`src/include/recorder_framer_pkg.sv`:
```
// Purpose: Constants, types and register map of the recorder packet framer.
// Assumes: 32-bit AHB-Lite register bus, byte-wide packet output.
// Notes: Header is six little-endian 32-bit words.
package recorder_framer_pkg;

  localparam logic [15:0] SYNC_WORD = 16'heb25;
  localparam logic [32:0] HDR_BYTES = 33'h0_0000_0018;
  localparam logic [4:0] HDR_LAST_IDX = 5'h17;
  localparam logic [32:0] MAX_PKT_BYTES = 33'h0_0008_0000;
  localparam logic [32:0] MAX_SETUP_BYTES = 33'h0_0800_0000;

  localparam logic [7:0] TYPE_SETUP = 8'h01;
  localparam logic [7:0] TYPE_INDEX = 8'h03;
  localparam logic [4:0] GROUP_COMPUTER = 5'h00;
  localparam logic [4:0] GROUP_TIME = 5'h02;
  localparam logic [7:0] VER_MIN = 8'h01;
  localparam logic [7:0] VER_MAX = 8'h06;
  localparam logic [7:0] FLAG_RSVD_MASK = 8'h10;
  localparam logic [7:0] FLAG_LOCK_MASK = 8'h0c;

  localparam int RTC_HZ = 10_000_000;
  localparam int GEN_LIMIT_MS = 100;
  localparam int COMMIT_LIMIT_MS = 1000;
  localparam logic [47:0] GEN_TICKS = 48'(GEN_LIMIT_MS * (RTC_HZ / 1000));
  localparam logic [47:0] COMMIT_TICKS = 48'(COMMIT_LIMIT_MS * (RTC_HZ / 1000));

  localparam logic [7:0] REG_CTRL = 8'h00;
  localparam logic [7:0] REG_MUX = 8'h04;
  localparam logic [7:0] REG_STATUS = 8'h08;
  localparam logic [7:0] REG_ERRORS = 8'h0c;
  localparam logic [7:0] REG_PKTCOUNT = 8'h10;
  localparam int CTRL_EN_BIT = 0;
  localparam int CTRL_IDX_BIT = 1;
  localparam logic [1:0] CTRL_RESET = 2'h0;
  localparam logic [4:0] NSB_RESET = 5'h00;
  localparam logic [15:0] MUXID_RESET = 16'h0000;
  localparam int ERR_SIZE = 0;
  localparam int ERR_ORDER = 1;
  localparam int ERR_CHANNEL = 2;
  localparam int ERR_VERSION = 3;
  localparam int ERR_EMPTY = 4;
  localparam int ERR_GEN_LATE = 5;
  localparam int ERR_COMMIT_LATE = 6;
  localparam int ERR_BITS = 7;

  typedef enum logic [1:0] {
    CK_NONE = 2'b00,
    CK_8 = 2'b01,
    CK_16 = 2'b10,
    CK_32 = 2'b11
  } ckSize_t;

  typedef enum logic [1:0] {
    PH_WAIT_SETUP = 2'b00,
    PH_SETUP = 2'b01,
    PH_RUN = 2'b10,
    PH_CLOSED = 2'b11
  } phase_t;

  typedef enum logic [2:0] {
    ST_IDLE = 3'b000,
    ST_HDR = 3'b001,
    ST_BODY = 3'b010,
    ST_FILL = 3'b011,
    ST_CK = 3'b100
  } frame_t;

  typedef struct packed {
    logic [7:0] dataType;
    logic [15:0] channel;
    logic [7:0] version;
    logic [7:0] flags;
    logic [31:0] dataLen;
    logic [47:0] relTime;
    ckSize_t ckSize;
    logic rootIndex;
  } desc_t;

  typedef struct packed {
    logic [7:0] data;
    logic last;
  } byte_t;

endpackage : recorder_framer_pkg

```
`src/core/recorder_packet_framer.sv`:
```
// Purpose: Frames descriptor plus body bytes into recorder packets.
// Assumes: Source gives length up front, checksum with the final body byte.
// Notes: Refused descriptors are consumed and flagged in the error register.
//
// Summary of operation
// Checksum size none, 8, 16 or 32 bits
// Filler first, then checksum bytes LSB first
// 8-bit checksum: filler then one byte
// Whole packet at most 524,288 bytes
// Setup packets allowed up to 134,217,728 bytes
// Split data use per-channel sequence counter
// Setup first, then time, then others
// Nothing follows the root index packet
// Packet spans at most 100 ms data
// No empty or filler-only packets
// Reserved header bits written as zero
// Commit within 1,000 ms of header time
// Version and structure bits fixed per channel
// Header exactly 24 contiguous bytes
// Sync field always 0xEB25
// Two-byte channel identifier in header
// Upper channel bits carry multiplexer source
// Channel zero only for setup packets
// One packet type per channel
// Packet length four bytes, multiple of four
// Data length excludes filler and checksum
// Version code between 0x01 and 0x06
// Header in little-endian 32-bit words
// Zero to three filler bytes align length
//
// The implementer's own choices: the register addresses and the AHB-Lite interface to the registers.
`timescale 1ns/1ps
module recorder_packet_framer
  import recorder_framer_pkg::*;
#(
  parameter int CH_SLOTS = 16
)(
  input wire logic clk,
  input wire logic rst_n,
  input wire logic hsel,
  input wire logic [31:0] haddr,
  input wire logic [1:0] htrans,
  input wire logic hwrite,
  input wire logic [2:0] hsize,
  input wire logic [31:0] hwdata,
  input wire logic hready,
  output logic hreadyout,
  output logic [31:0] hrdata,
  output logic hresp,
  input wire desc_t desc,
  input wire logic descValid,
  output logic descReady,
  input wire logic [7:0] bodyByte,
  input wire logic bodyValid,
  output logic bodyReady,
  input wire logic [31:0] ckValue,
  input wire logic [47:0] rtc,
  output byte_t outByte,
  output logic outValid,
  input wire logic outReady,
  output logic ageAlarm
);

  localparam int SLOT_W = $clog2(CH_SLOTS);

  function automatic logic [32:0] ckBytes(input ckSize_t s);
    unique case (s)
      CK_NONE: ckBytes = 33'h0;
      CK_8: ckBytes = 33'h1;
      CK_16: ckBytes = 33'h2;
      CK_32: ckBytes = 33'h4;
    endcase
  endfunction : ckBytes

  function automatic logic [191:0] buildHdr(input logic [15:0] ch, input logic [31:0] pLen,
      input logic [31:0] dLen, input logic [7:0] ty, input logic [7:0] fl,
      input logic [7:0] sq, input logic [7:0] ver, input logic [47:0] rt);
    logic [175:0] body;
    logic [15:0] sum;
    body = {rt, ty, fl, sq, ver, dLen, pLen, ch, SYNC_WORD};
    sum = 16'h0;
    for (int i = 0; i < 11; i++)
    begin
      sum = sum + body[16*i +: 16];
    end
    buildHdr = {sum, body};
  endfunction : buildHdr

  ////////////////////////////////////////////////////////////////////////
  // Register bus
  logic [1:0] ctrlQ;
  logic [4:0] nsbQ;
  logic [15:0] muxIdQ;
  logic [ERR_BITS-1:0] errQ;
  logic [ERR_BITS-1:0] errSet;
  logic [31:0] pktCountQ;
  logic wrPendQ;
  logic [7:0] wrAddrQ;
  logic [31:0] statusWord;
  phase_t phaseQ;
  frame_t stateQ;
  logic busTake;

  assign busTake = hsel && hready && htrans[1];
  assign hreadyout = 1'b1;
  assign hresp = 1'b0;
  assign statusWord = {27'h0, stateQ, phaseQ};

  always_ff @(posedge clk or negedge rst_n)
  begin
    if (!rst_n)
    begin
      wrPendQ <= 1'b0;
      wrAddrQ <= 8'h00;
    end
    else
    begin
      wrPendQ <= busTake && hwrite;
      wrAddrQ <= haddr[7:0];
    end
  end

  always_ff @(posedge clk or negedge rst_n)
  begin
    if (!rst_n)
      hrdata <= 32'h0000_0000;
    else if (busTake && !hwrite)
    begin
      unique case (haddr[7:0])
        REG_CTRL: hrdata <= {30'h0, ctrlQ};
        REG_MUX: hrdata <= {muxIdQ, 11'h0, nsbQ};
        REG_STATUS: hrdata <= statusWord;
        REG_ERRORS: hrdata <= {{(32-ERR_BITS){1'b0}}, errQ};
        REG_PKTCOUNT: hrdata <= pktCountQ;
        default: hrdata <= 32'h0000_0000;
      endcase
    end
  end

  always_ff @(posedge clk or negedge rst_n)
  begin
    if (!rst_n)
    begin
      ctrlQ <= CTRL_RESET;
      nsbQ <= NSB_RESET;
      muxIdQ <= MUXID_RESET;
    end
    else if (wrPendQ && wrAddrQ == REG_CTRL)
      ctrlQ <= hwdata[1:0];
    else if (wrPendQ && wrAddrQ == REG_MUX)
    begin
      nsbQ <= (hwdata[4:0] > 5'h10) ? 5'h10 : hwdata[4:0];
      muxIdQ <= hwdata[31:16];
    end
  end

  // Write one clears; a new event in the same cycle is kept
  always_ff @(posedge clk or negedge rst_n)
  begin
    if (!rst_n)
      errQ <= '0;
    else if (wrPendQ && wrAddrQ == REG_ERRORS)
      errQ <= (errQ & ~hwdata[ERR_BITS-1:0]) | errSet;
    else
      errQ <= errQ | errSet;
  end

  ////////////////////////////////////////////////////////////////////////
  // Descriptor checks
  logic enable;
  logic isSetup;
  logic isTime;
  logic isComputer;
  logic isRoot;
  logic [15:0] keepMask;
  logic [15:0] effChan;
  logic [SLOT_W-1:0] slot;
  logic [32:0] ckB;
  logic [32:0] rawLen;
  logic [1:0] fillB;
  logic [32:0] totLen;
  logic badSize;
  logic badOrder;
  logic badChan;
  logic badVer;
  logic badEmpty;
  logic accept;
  logic start;
  logic [CH_SLOTS-1:0] slotUsedQ;
  logic [7:0] slotTypeQ [CH_SLOTS];
  logic [7:0] slotVerQ [CH_SLOTS];
  logic [7:0] slotFlagQ [CH_SLOTS];
  logic [7:0] slotSeqQ [CH_SLOTS];

  assign enable = ctrlQ[CTRL_EN_BIT];
  assign isSetup = desc.dataType == TYPE_SETUP;
  assign isTime = desc.dataType[7:3] == GROUP_TIME;
  assign isComputer = desc.dataType[7:3] == GROUP_COMPUTER;
  assign isRoot = desc.dataType == TYPE_INDEX && desc.rootIndex && ctrlQ[CTRL_IDX_BIT];
  assign keepMask = 16'hffff >> nsbQ;
  assign effChan = isSetup ? desc.channel
    : ((muxIdQ & ~keepMask) | (desc.channel & keepMask));
  assign slot = effChan[SLOT_W-1:0];
  assign ckB = ckBytes(desc.ckSize);
  assign rawLen = HDR_BYTES + {1'b0, desc.dataLen} + ckB;
  assign fillB = 2'b00 - rawLen[1:0];
  assign totLen = rawLen + {31'h0, fillB};
  assign badSize = totLen > (isSetup ? MAX_SETUP_BYTES : MAX_PKT_BYTES);
  assign badEmpty = desc.dataLen == 32'h0;
  assign badVer = desc.version < VER_MIN || desc.version > VER_MAX
    || (!isSetup && slotUsedQ[slot] && (slotVerQ[slot] != desc.version
    || (slotFlagQ[slot] & FLAG_LOCK_MASK) != (desc.flags & FLAG_LOCK_MASK)));
  assign badChan = (isSetup != (effChan == 16'h0000))
    || (!isSetup && slotUsedQ[slot] && slotTypeQ[slot] != desc.dataType);

  always_comb
  begin
    unique case (phaseQ)
      PH_WAIT_SETUP: badOrder = !isSetup;
      PH_SETUP: badOrder = !isSetup && !isTime;
      PH_RUN: badOrder = isSetup;
      PH_CLOSED: badOrder = 1'b1;
    endcase
  end

  // Waits for the final byte to leave so its trailer state is not replaced under it
  assign descReady = enable && stateQ == ST_IDLE && !(outValid && outByte.last);
  assign accept = descValid && descReady;
  assign start = accept && !(badSize || badOrder || badChan || badVer || badEmpty);

  always_ff @(posedge clk or negedge rst_n)
  begin
    if (!rst_n)
      phaseQ <= PH_WAIT_SETUP;
    else if (!enable)
      phaseQ <= PH_WAIT_SETUP;
    else if (start)
    begin
      if (isRoot)
        phaseQ <= PH_CLOSED;
      else if (isSetup)
        phaseQ <= (phaseQ == PH_WAIT_SETUP) ? PH_SETUP : phaseQ;
      else if (phaseQ == PH_SETUP)
        phaseQ <= PH_RUN;
    end
  end

  always_ff @(posedge clk or negedge rst_n)
  begin
    if (!rst_n)
      slotUsedQ <= '0;
    else if (!enable)
      slotUsedQ <= '0;
    else if (start)
      slotUsedQ[slot] <= 1'b1;
  end

  always_ff @(posedge clk)
  begin
    if (start)
    begin
      slotTypeQ[slot] <= desc.dataType;
      slotVerQ[slot] <= desc.version;
      slotFlagQ[slot] <= desc.flags;
      slotSeqQ[slot] <= slotUsedQ[slot] ? slotSeqQ[slot] + 8'h01 : 8'h00;
    end
  end

  ////////////////////////////////////////////////////////////////////////
  // Packet byte stream
  logic [191:0] hdrQ;
  logic [31:0] cntQ;
  logic [31:0] ckQ;
  logic [31:0] ckValQ;
  ckSize_t ckSizeQ;
  logic [1:0] fillQ;
  logic [47:0] relTimeQ;
  logic [31:0] pktLenQ;
  logic dynQ;
  logic [31:0] prodPosQ;
  logic [31:0] outPosQ;
  logic slotFree;
  logic produce;
  logic bodyDone;
  logic [47:0] age;
  logic [31:0] dLenQ;
  logic [31:0] ckLast;

  assign slotFree = !outValid || outReady;
  assign ckLast = 32'(ckBytes(ckSizeQ) - 33'h1);
  assign bodyReady = stateQ == ST_BODY && slotFree;
  assign bodyDone = bodyValid && bodyReady && cntQ == 32'h0;
  assign age = rtc - relTimeQ;

  always_comb
  begin
    unique case (stateQ)
      ST_IDLE: produce = 1'b0;
      ST_BODY: produce = bodyValid && slotFree;
      default: produce = slotFree;
    endcase
  end

  always_ff @(posedge clk or negedge rst_n)
  begin
    if (!rst_n)
    begin
      stateQ <= ST_IDLE;
      cntQ <= 32'h0;
      hdrQ <= '0;
      ckQ <= 32'h0;
    end
    else
    begin
      unique case (stateQ)
        ST_IDLE:
          if (start)
          begin
            stateQ <= ST_HDR;
            cntQ <= {27'h0, HDR_LAST_IDX};
            hdrQ <= buildHdr(effChan, totLen[31:0], desc.dataLen, desc.dataType,
              desc.flags & ~FLAG_RSVD_MASK, slotUsedQ[slot] ? slotSeqQ[slot] + 8'h01 : 8'h00,
              desc.version, desc.relTime);
          end
        ST_HDR:
          if (produce)
          begin
            hdrQ <= hdrQ >> 8;
            cntQ <= (cntQ == 32'h0) ? dLenQ - 32'h1 : cntQ - 32'h1;
            if (cntQ == 32'h0)
              stateQ <= ST_BODY;
          end
        ST_BODY:
          if (produce)
          begin
            cntQ <= cntQ - 32'h1;
            if (cntQ == 32'h0)
            begin
              ckQ <= ckValue;
              cntQ <= (fillQ != 2'b00) ? {30'h0, fillQ} - 32'h1 : ckLast;
              stateQ <= (fillQ != 2'b00) ? ST_FILL : (ckSizeQ != CK_NONE) ? ST_CK : ST_IDLE;
            end
          end
        ST_FILL:
          if (produce)
          begin
            cntQ <= (cntQ == 32'h0) ? ckLast : cntQ - 32'h1;
            if (cntQ == 32'h0)
              stateQ <= (ckSizeQ != CK_NONE) ? ST_CK : ST_IDLE;
          end
        ST_CK:
          if (produce)
          begin
            ckQ <= ckQ >> 8;
            cntQ <= cntQ - 32'h1;
            if (cntQ == 32'h0)
              stateQ <= ST_IDLE;
          end
        default: stateQ <= ST_IDLE;
      endcase
    end
  end

  always_ff @(posedge clk or negedge rst_n)
  begin
    if (!rst_n)
    begin
      dLenQ <= 32'h0;
      pktLenQ <= 32'h0;
      fillQ <= 2'b00;
      ckSizeQ <= CK_NONE;
      relTimeQ <= 48'h0;
      dynQ <= 1'b0;
    end
    else if (start)
    begin
      dLenQ <= desc.dataLen;
      pktLenQ <= totLen[31:0];
      fillQ <= fillB;
      ckSizeQ <= desc.ckSize;
      relTimeQ <= desc.relTime;
      dynQ <= !isComputer;
    end
  end

  always_ff @(posedge clk or negedge rst_n)
  begin
    if (!rst_n)
    begin
      outByte <= '0;
      outValid <= 1'b0;
      prodPosQ <= 32'h0;
      outPosQ <= 32'h0;
      ckValQ <= 32'h0;
    end
    else
    begin
      if (start)
        prodPosQ <= 32'h0;
      else if (produce)
        prodPosQ <= prodPosQ + 32'h1;
      if (bodyDone)
        ckValQ <= ckValue;
      if (produce)
      begin
        outValid <= 1'b1;
        outPosQ <= prodPosQ;
        outByte.last <= cntQ == 32'h0 && (stateQ == ST_CK
          || (stateQ == ST_FILL && ckSizeQ == CK_NONE)
          || (stateQ == ST_BODY && fillQ == 2'b00 && ckSizeQ == CK_NONE));
        unique case (stateQ)
          ST_HDR: outByte.data <= hdrQ[7:0];
          ST_BODY: outByte.data <= bodyByte;
          ST_CK: outByte.data <= ckQ[7:0];
          default: outByte.data <= 8'h00;
        endcase
      end
      else if (outReady)
        outValid <= 1'b0;
    end
  end

  ////////////////////////////////////////////////////////////////////////
  // Timing watch and counters
  always_ff @(posedge clk or negedge rst_n)
  begin
    if (!rst_n)
      ageAlarm <= 1'b0;
    else
      ageAlarm <= stateQ == ST_BODY && dynQ && age >= GEN_TICKS;
  end

  always_comb
  begin
    errSet = '0;
    errSet[ERR_SIZE] = accept && badSize;
    errSet[ERR_ORDER] = accept && badOrder;
    errSet[ERR_CHANNEL] = accept && badChan;
    errSet[ERR_VERSION] = accept && badVer;
    errSet[ERR_EMPTY] = accept && badEmpty;
    errSet[ERR_GEN_LATE] = bodyDone && dynQ && age > GEN_TICKS;
    errSet[ERR_COMMIT_LATE] = outValid && outReady && outByte.last && dynQ
      && age > COMMIT_TICKS;
  end

  always_ff @(posedge clk or negedge rst_n)
  begin
    if (!rst_n)
      pktCountQ <= 32'h0;
    else if (outValid && outReady && outByte.last)
      pktCountQ <= pktCountQ + 32'h1;
  end

  ////////////////////////////////////////////////////////////////////////
  // Checks
  property p_syncLow;
    @(posedge clk) disable iff (!rst_n)
    outValid && outPosQ == 32'h0 |-> outByte.data == SYNC_WORD[7:0];
  endproperty
  a_syncLow: assert property (p_syncLow) else $error("sync low byte wrong");

  property p_syncHigh;
    @(posedge clk) disable iff (!rst_n)
    outValid && outPosQ == 32'h1 |-> outByte.data == SYNC_WORD[15:8];
  endproperty
  a_syncHigh: assert property (p_syncHigh) else $error("sync high byte wrong");

  property p_lenAlign;
    @(posedge clk) disable iff (!rst_n)
    outValid && outPosQ == 32'h4 |-> outByte.data[1:0] == 2'b00 && pktLenQ[1:0] == 2'b00;
  endproperty
  a_lenAlign: assert property (p_lenAlign) else $error("packet length not aligned");

  property p_version;
    @(posedge clk) disable iff (!rst_n)
    outValid && outPosQ == 32'hc |-> outByte.data >= VER_MIN && outByte.data <= VER_MAX;
  endproperty
  a_version: assert property (p_version) else $error("version out of range");

  property p_lastPos;
    @(posedge clk) disable iff (!rst_n)
    outValid && outByte.last |-> outPosQ + 32'h1 == pktLenQ && pktLenQ <= MAX_SETUP_BYTES[31:0];
  endproperty
  a_lastPos: assert property (p_lastPos) else $error("packet end misplaced");

  property p_trailer;
    @(posedge clk) disable iff (!rst_n)
    start |=> pktLenQ - dLenQ - 32'h18 - {30'h0, fillQ} == ckBytes(ckSizeQ) - 33'h0;
  endproperty
  a_trailer: assert property (p_trailer) else $error("trailer size wrong");

  property p_ck32;
    @(posedge clk) disable iff (!rst_n)
    outValid && outByte.last && ckSizeQ == CK_32 |-> outByte.data == ckValQ[31:24];
  endproperty
  a_ck32: assert property (p_ck32) else $error("checksum msb not last");

  property p_ck8;
    @(posedge clk) disable iff (!rst_n)
    outValid && outByte.last && ckSizeQ == CK_8 |-> outByte.data == ckValQ[7:0];
  endproperty
  a_ck8: assert property (p_ck8) else $error("8-bit checksum wrong");

  property p_closed;
    @(posedge clk) disable iff (!rst_n)
    phaseQ == PH_CLOSED && enable |-> !start;
  endproperty
  a_closed: assert property (p_closed) else $error("packet after root index");

  property p_firstSetup;
    @(posedge clk) disable iff (!rst_n)
    start && phaseQ == PH_WAIT_SETUP |-> isSetup ##1 phaseQ == PH_SETUP || phaseQ == PH_CLOSED;
  endproperty
  a_firstSetup: assert property (p_firstSetup) else $error("recording not opened by setup");

  property p_nonEmpty;
    @(posedge clk) disable iff (!rst_n)
    start |-> desc.dataLen != 32'h0 ##1 stateQ == ST_HDR;
  endproperty
  a_nonEmpty: assert property (p_nonEmpty) else $error("empty packet started");

  c_split: cover property (@(posedge clk) disable iff (!rst_n) start && slotUsedQ[slot]);
  c_fill3: cover property (@(posedge clk) disable iff (!rst_n) start && fillB == 2'b11);
  c_refused: cover property (@(posedge clk) disable iff (!rst_n) accept && !start);
  c_root: cover property (@(posedge clk) disable iff (!rst_n) start && isRoot);

endmodule : recorder_packet_framer

```
`config.mk`:
```
export PLATFORM = sky130hd
export DESIGN_NAME = recorder_packet_framer
export DESIGN_NICKNAME = d
export VERILOG_FILES = /design/src/include/recorder_framer_pkg.sv /design/src/core/recorder_packet_framer.sv
export SDC_FILE = /design/constraint.sdc
export NUM_CORES = 2
export LEC_CHECK = 0
export BUFFER_PORTS_ARGS = -buffer_cell sky130_fd_sc_hd__clkbuf_2
export CAP_MARGIN = 20
export CELL_PAD_IN_SITES_DETAIL_PLACEMENT = 0
export CELL_PAD_IN_SITES_GLOBAL_PLACEMENT = 1
export CORE_AREA = 5 5 314 316
export DETAILED_ROUTE_END_ITERATION = 6
export DIE_AREA = 0 0 319 321
export GPL_ROUTABILITY_DRIVEN = 0
export PLACE_DENSITY = 0.92
export SYNTH_ARGS = -nofsm -noshare
export SYNTH_HDL_FRONTEND = slang
export SYNTH_SLANG_ARGS = --single-unit
```
`constraint.sdc`:
```
create_clock -name clk -period 11.4 [get_ports clk]
set_input_delay 2.28 -clock clk [delete_from_list [all_inputs] [get_ports clk]]
set_output_delay 2.28 -clock clk [all_outputs]
set_load 0.02 [all_outputs]
```
==> flow_summary.yaml <==
placed_design:
  pre_cts_ws_ns: 0.493
  place_hpwl_mm: 102
  io_buffers: 294
floorplanning:
  ios: 335
  fp.dieH_um: 321
  die_area_um2: 102000
  die_width_um: 319
  num_rows: 114
  initial_core_util_pct: 52.5
  core_area_um2: 95700
critical_path:
  startpoint_type: "primary input"
  cp-startpoint: "desc[51]"
  required_ns: 11.97
  crit_family: "adder cells"
  critPathMostFrequentCell: "fa_1"
  critPathCaptureType: "flop"
  max_stage_delay_ns: 0.93
  r2r_start: "nsbQ[0]"
  worstSetupPathType: "in2reg"
  cpMaxStageDelayCell: "nor4_2"
  critPathBufInv: 4
  critPathMaxFanout: 9
  reg2reg_slack_ns: 3.65
  cp.arrival_ns: 11.05
  rr_endpoint: "hdrQ[191]"
  reg2regPathDepth: 27
sta:
  min_period_over_period_pct: 91.9
  setup_ws_ns: 0.922
  setup_tns_ns: 0
  slew_viol_final: 0
  worstMarginPinSlew_ns: 1.14
  hold_ws_ns: 0.479
  maxSlewHeadroom_pct: 23.9
  rsz0062_at_grt: "no"
  post-route-min-period_ns: 10.48
  hold_viol: 0
  fmax_mhz: 95.4
  fin_worst_skew_ns: 0.0430
  setup_violations: 0
logic_synthesis:
  synth-edff-count: 416
  netlist_instances: 4722
  ys.warnings.count: 0
  synthArstFlopShare_pct: 53.4
  synth-main-ff-cell: "dfrtp_1"
  netlist_area_um2: 50200
  ys_ff_latch: 892
  ys_types: 96
  postSynthNetCount: 5219
  seq_area_frac_synth_pct: 48.6
  synth.avg_cell_area_um2: 10.6
clock_network:
  cts_resized: 0
  clk_latency_ns: 0.69
  cts-root-buf: "clkbuf_16"
  cts_inserted_buffers: 96
  cts_tree: "built"
  clk_pin_slew_ns: 0.06
  holdBufCountCts: 0
  htree_levels: 3
  postCtsSetupBuffers: 0
  numClockSinks: 892
  clock_path_buffers: 3
hold_path:
  min-delay-start: "hrdata[22]"
  whs_endpoint: "hrdata[22]"
  hold_path_depth: 2
  min_path_type: "reg2reg"
routing:
  wire_per_inst_um: 23.3
  drc: 0
  wl_mm: 147
  firstDrtPassIters: 6
  viasPerCell: 6.06
  detail_route.iter0.violations: 4422
  ant_nets: 0
  num_vias: 38300
flow_run:
  maxCapViolations: 0
outcome:
  status: "completed"
layout:
  area_growth_pct: 12.2
  final_nets: 5448
  drive_above_1_share_pct: 16.0
  fin_util_pct: 58.9
  fillers: 7760
pwr:
  powerDensity_nw_per_um2: 162
  peakVddDrop_v: 0.000246
  leakage_nw: 24.7
global_route:
  gr-total-overflow: 0
  grt_pass1_vias: 37700
  groute.usage.overall_pct: 28.0
  grt_pass1_wl_mm: 224
  antenna_found_initial: 10
  grt_max_degree: 168
## flip-flops by register name (all words and copies together) (netlist names), 48 cells and up
signal,count
slotTypeQ,128
hdrQ,192
relTimeQ,48
slotSeqQ,128
slotVerQ,128
## cell families after synthesis
family                   after synthesis  synth area share, %
AO/OA/AOI/OAI                        868                 11.4
multiplexers                         448                 11.2
buffers and inverters                554                 4.75
AND/OR/NAND/NOR                     1559                 13.8
XOR/XNOR                             190                 3.34
other                                  2               0.0150
adder cells (fa/ha/maj)              209                 6.90
flip-flops                           892                 48.6
## final cells by class
class                           count  area [um2]  area share, %
Sequential cell                   892       24400           43.3
Antenna cell                        6        15.0         0.0266
Timing Repair Buffer              391        2290           4.07
Tap cell                         1276        1600           2.83
Clock buffer                      139        2820           5.00
Multi-Input combinational cell   3276       23600           41.9
Clock inverter                     39         515          0.915
Inverter                          294        1110           1.97
## per-stage QoR
stage               power, mW  std cells  area [um2]
finish                   9.10       6313       56400
global route             9.54       6313       56400
CTS                      9.10       6304       56300
detailed placement       5.85       6126       53000
global placement         5.81       6126       53000
floorplan                5.15       4722       50200
## cell usage in the layout, fill, tap and decap left out, types with 43 or more instances in the layout
cell type	Yosys	final
buf_4	11	89
a21oi_1	157	156
xnor2_1	117	117
o21ai_0	260	260
mux2_2	52	52
edfxtp_1	416	416
mux2_4	100	100
nand3_1	108	108
xor2_1	72	72
a21o_1	47	47
nor3_1	81	71
inv_1	290	289
nor2_1	219	218
a31oi_1	43	43
fa_1	113	113
ha_1	96	96
clkbuf_16	0	99
nand2_1	868	868
clkbuf_2	0	293
a22oi_1	44	44
mux2i_1	206	205
dfrtp_1	476	476
mux2_1	50	50
## where the power goes
group | internal, mW | switching, mW | total, mW
Sequential | 3.38 | 0.0101 | 3.39
Combinational | 0.985 | 1.47 | 2.45
Clock | 1.91 | 1.35 | 3.26
## how the worst max path moves through the flow
stage,end,depth (start not counted)
final,hdrQ[191],29
after global routing,hdrQ[191],29
after CTS,hdrQ[191],29
after detailed placement,hdrQ[191],29
after global placement,hdrQ[191],29
after floorplan,slotFlagQ[7][2],23
## metal layers
layer / global-route usage [%] / vias up / part of all wire (%)
met2: 45.2 / 1720 / 47
met5: 0 / - / 0.024
li1: - / 17300 / -
met3: 5.25 / 397 / 8.9
met1: 37.4 / 18900 / 39
met4: 12.2 / 6 / 4.8
## worst min-delay path, delay by kind of cell, from the launching register on
kind	cells	cell delay [ns]
DFF	1	0.34
AOI/OAI and AO/OA	1	0.06
and+or+nand+nor	1	0.05
## Yosys cell counts, types with 35 or more instances
| library cell | count | area share, % |
|---|---|---|
| mux4_2 | 39 | 1.7 |
| mux2_1 | 50 | 1.1 |
| fa_1 | 113 | 4.5 |
| a21oi_1 | 157 | 1.6 |
| nand2_1 | 868 | 6.5 |
| dfrtp_1 | 476 | 24 |
| mux2_4 | 100 | 3.0 |
| nand3_1 | 108 | 1.1 |
| a22oi_1 | 44 | 0.66 |
| edfxtp_1 | 416 | 25 |
| ha_1 | 96 | 2.4 |
| buf_2 | 36 | 0.36 |
| clkbuf_1 | 172 | 1.3 |
| mux2_2 | 52 | 1.2 |
| nand4_1 | 35 | 0.44 |
| inv_1 | 290 | 2.2 |
| a21o_1 | 47 | 0.70 |
| xnor2_1 | 117 | 2.0 |
| o21ai_0 | 260 | 2.6 |
| mux2i_1 | 206 | 4.1 |
| nor2_1 | 219 | 1.6 |
| nor4_1 | 48 | 0.60 |
| xor2_1 | 72 | 1.3 |
| a31oi_1 | 43 | 0.54 |
| a211oi_1 | 42 | 0.63 |
| nor3_1 | 81 | 0.81 |
Power figures use the tool's default switching activity.
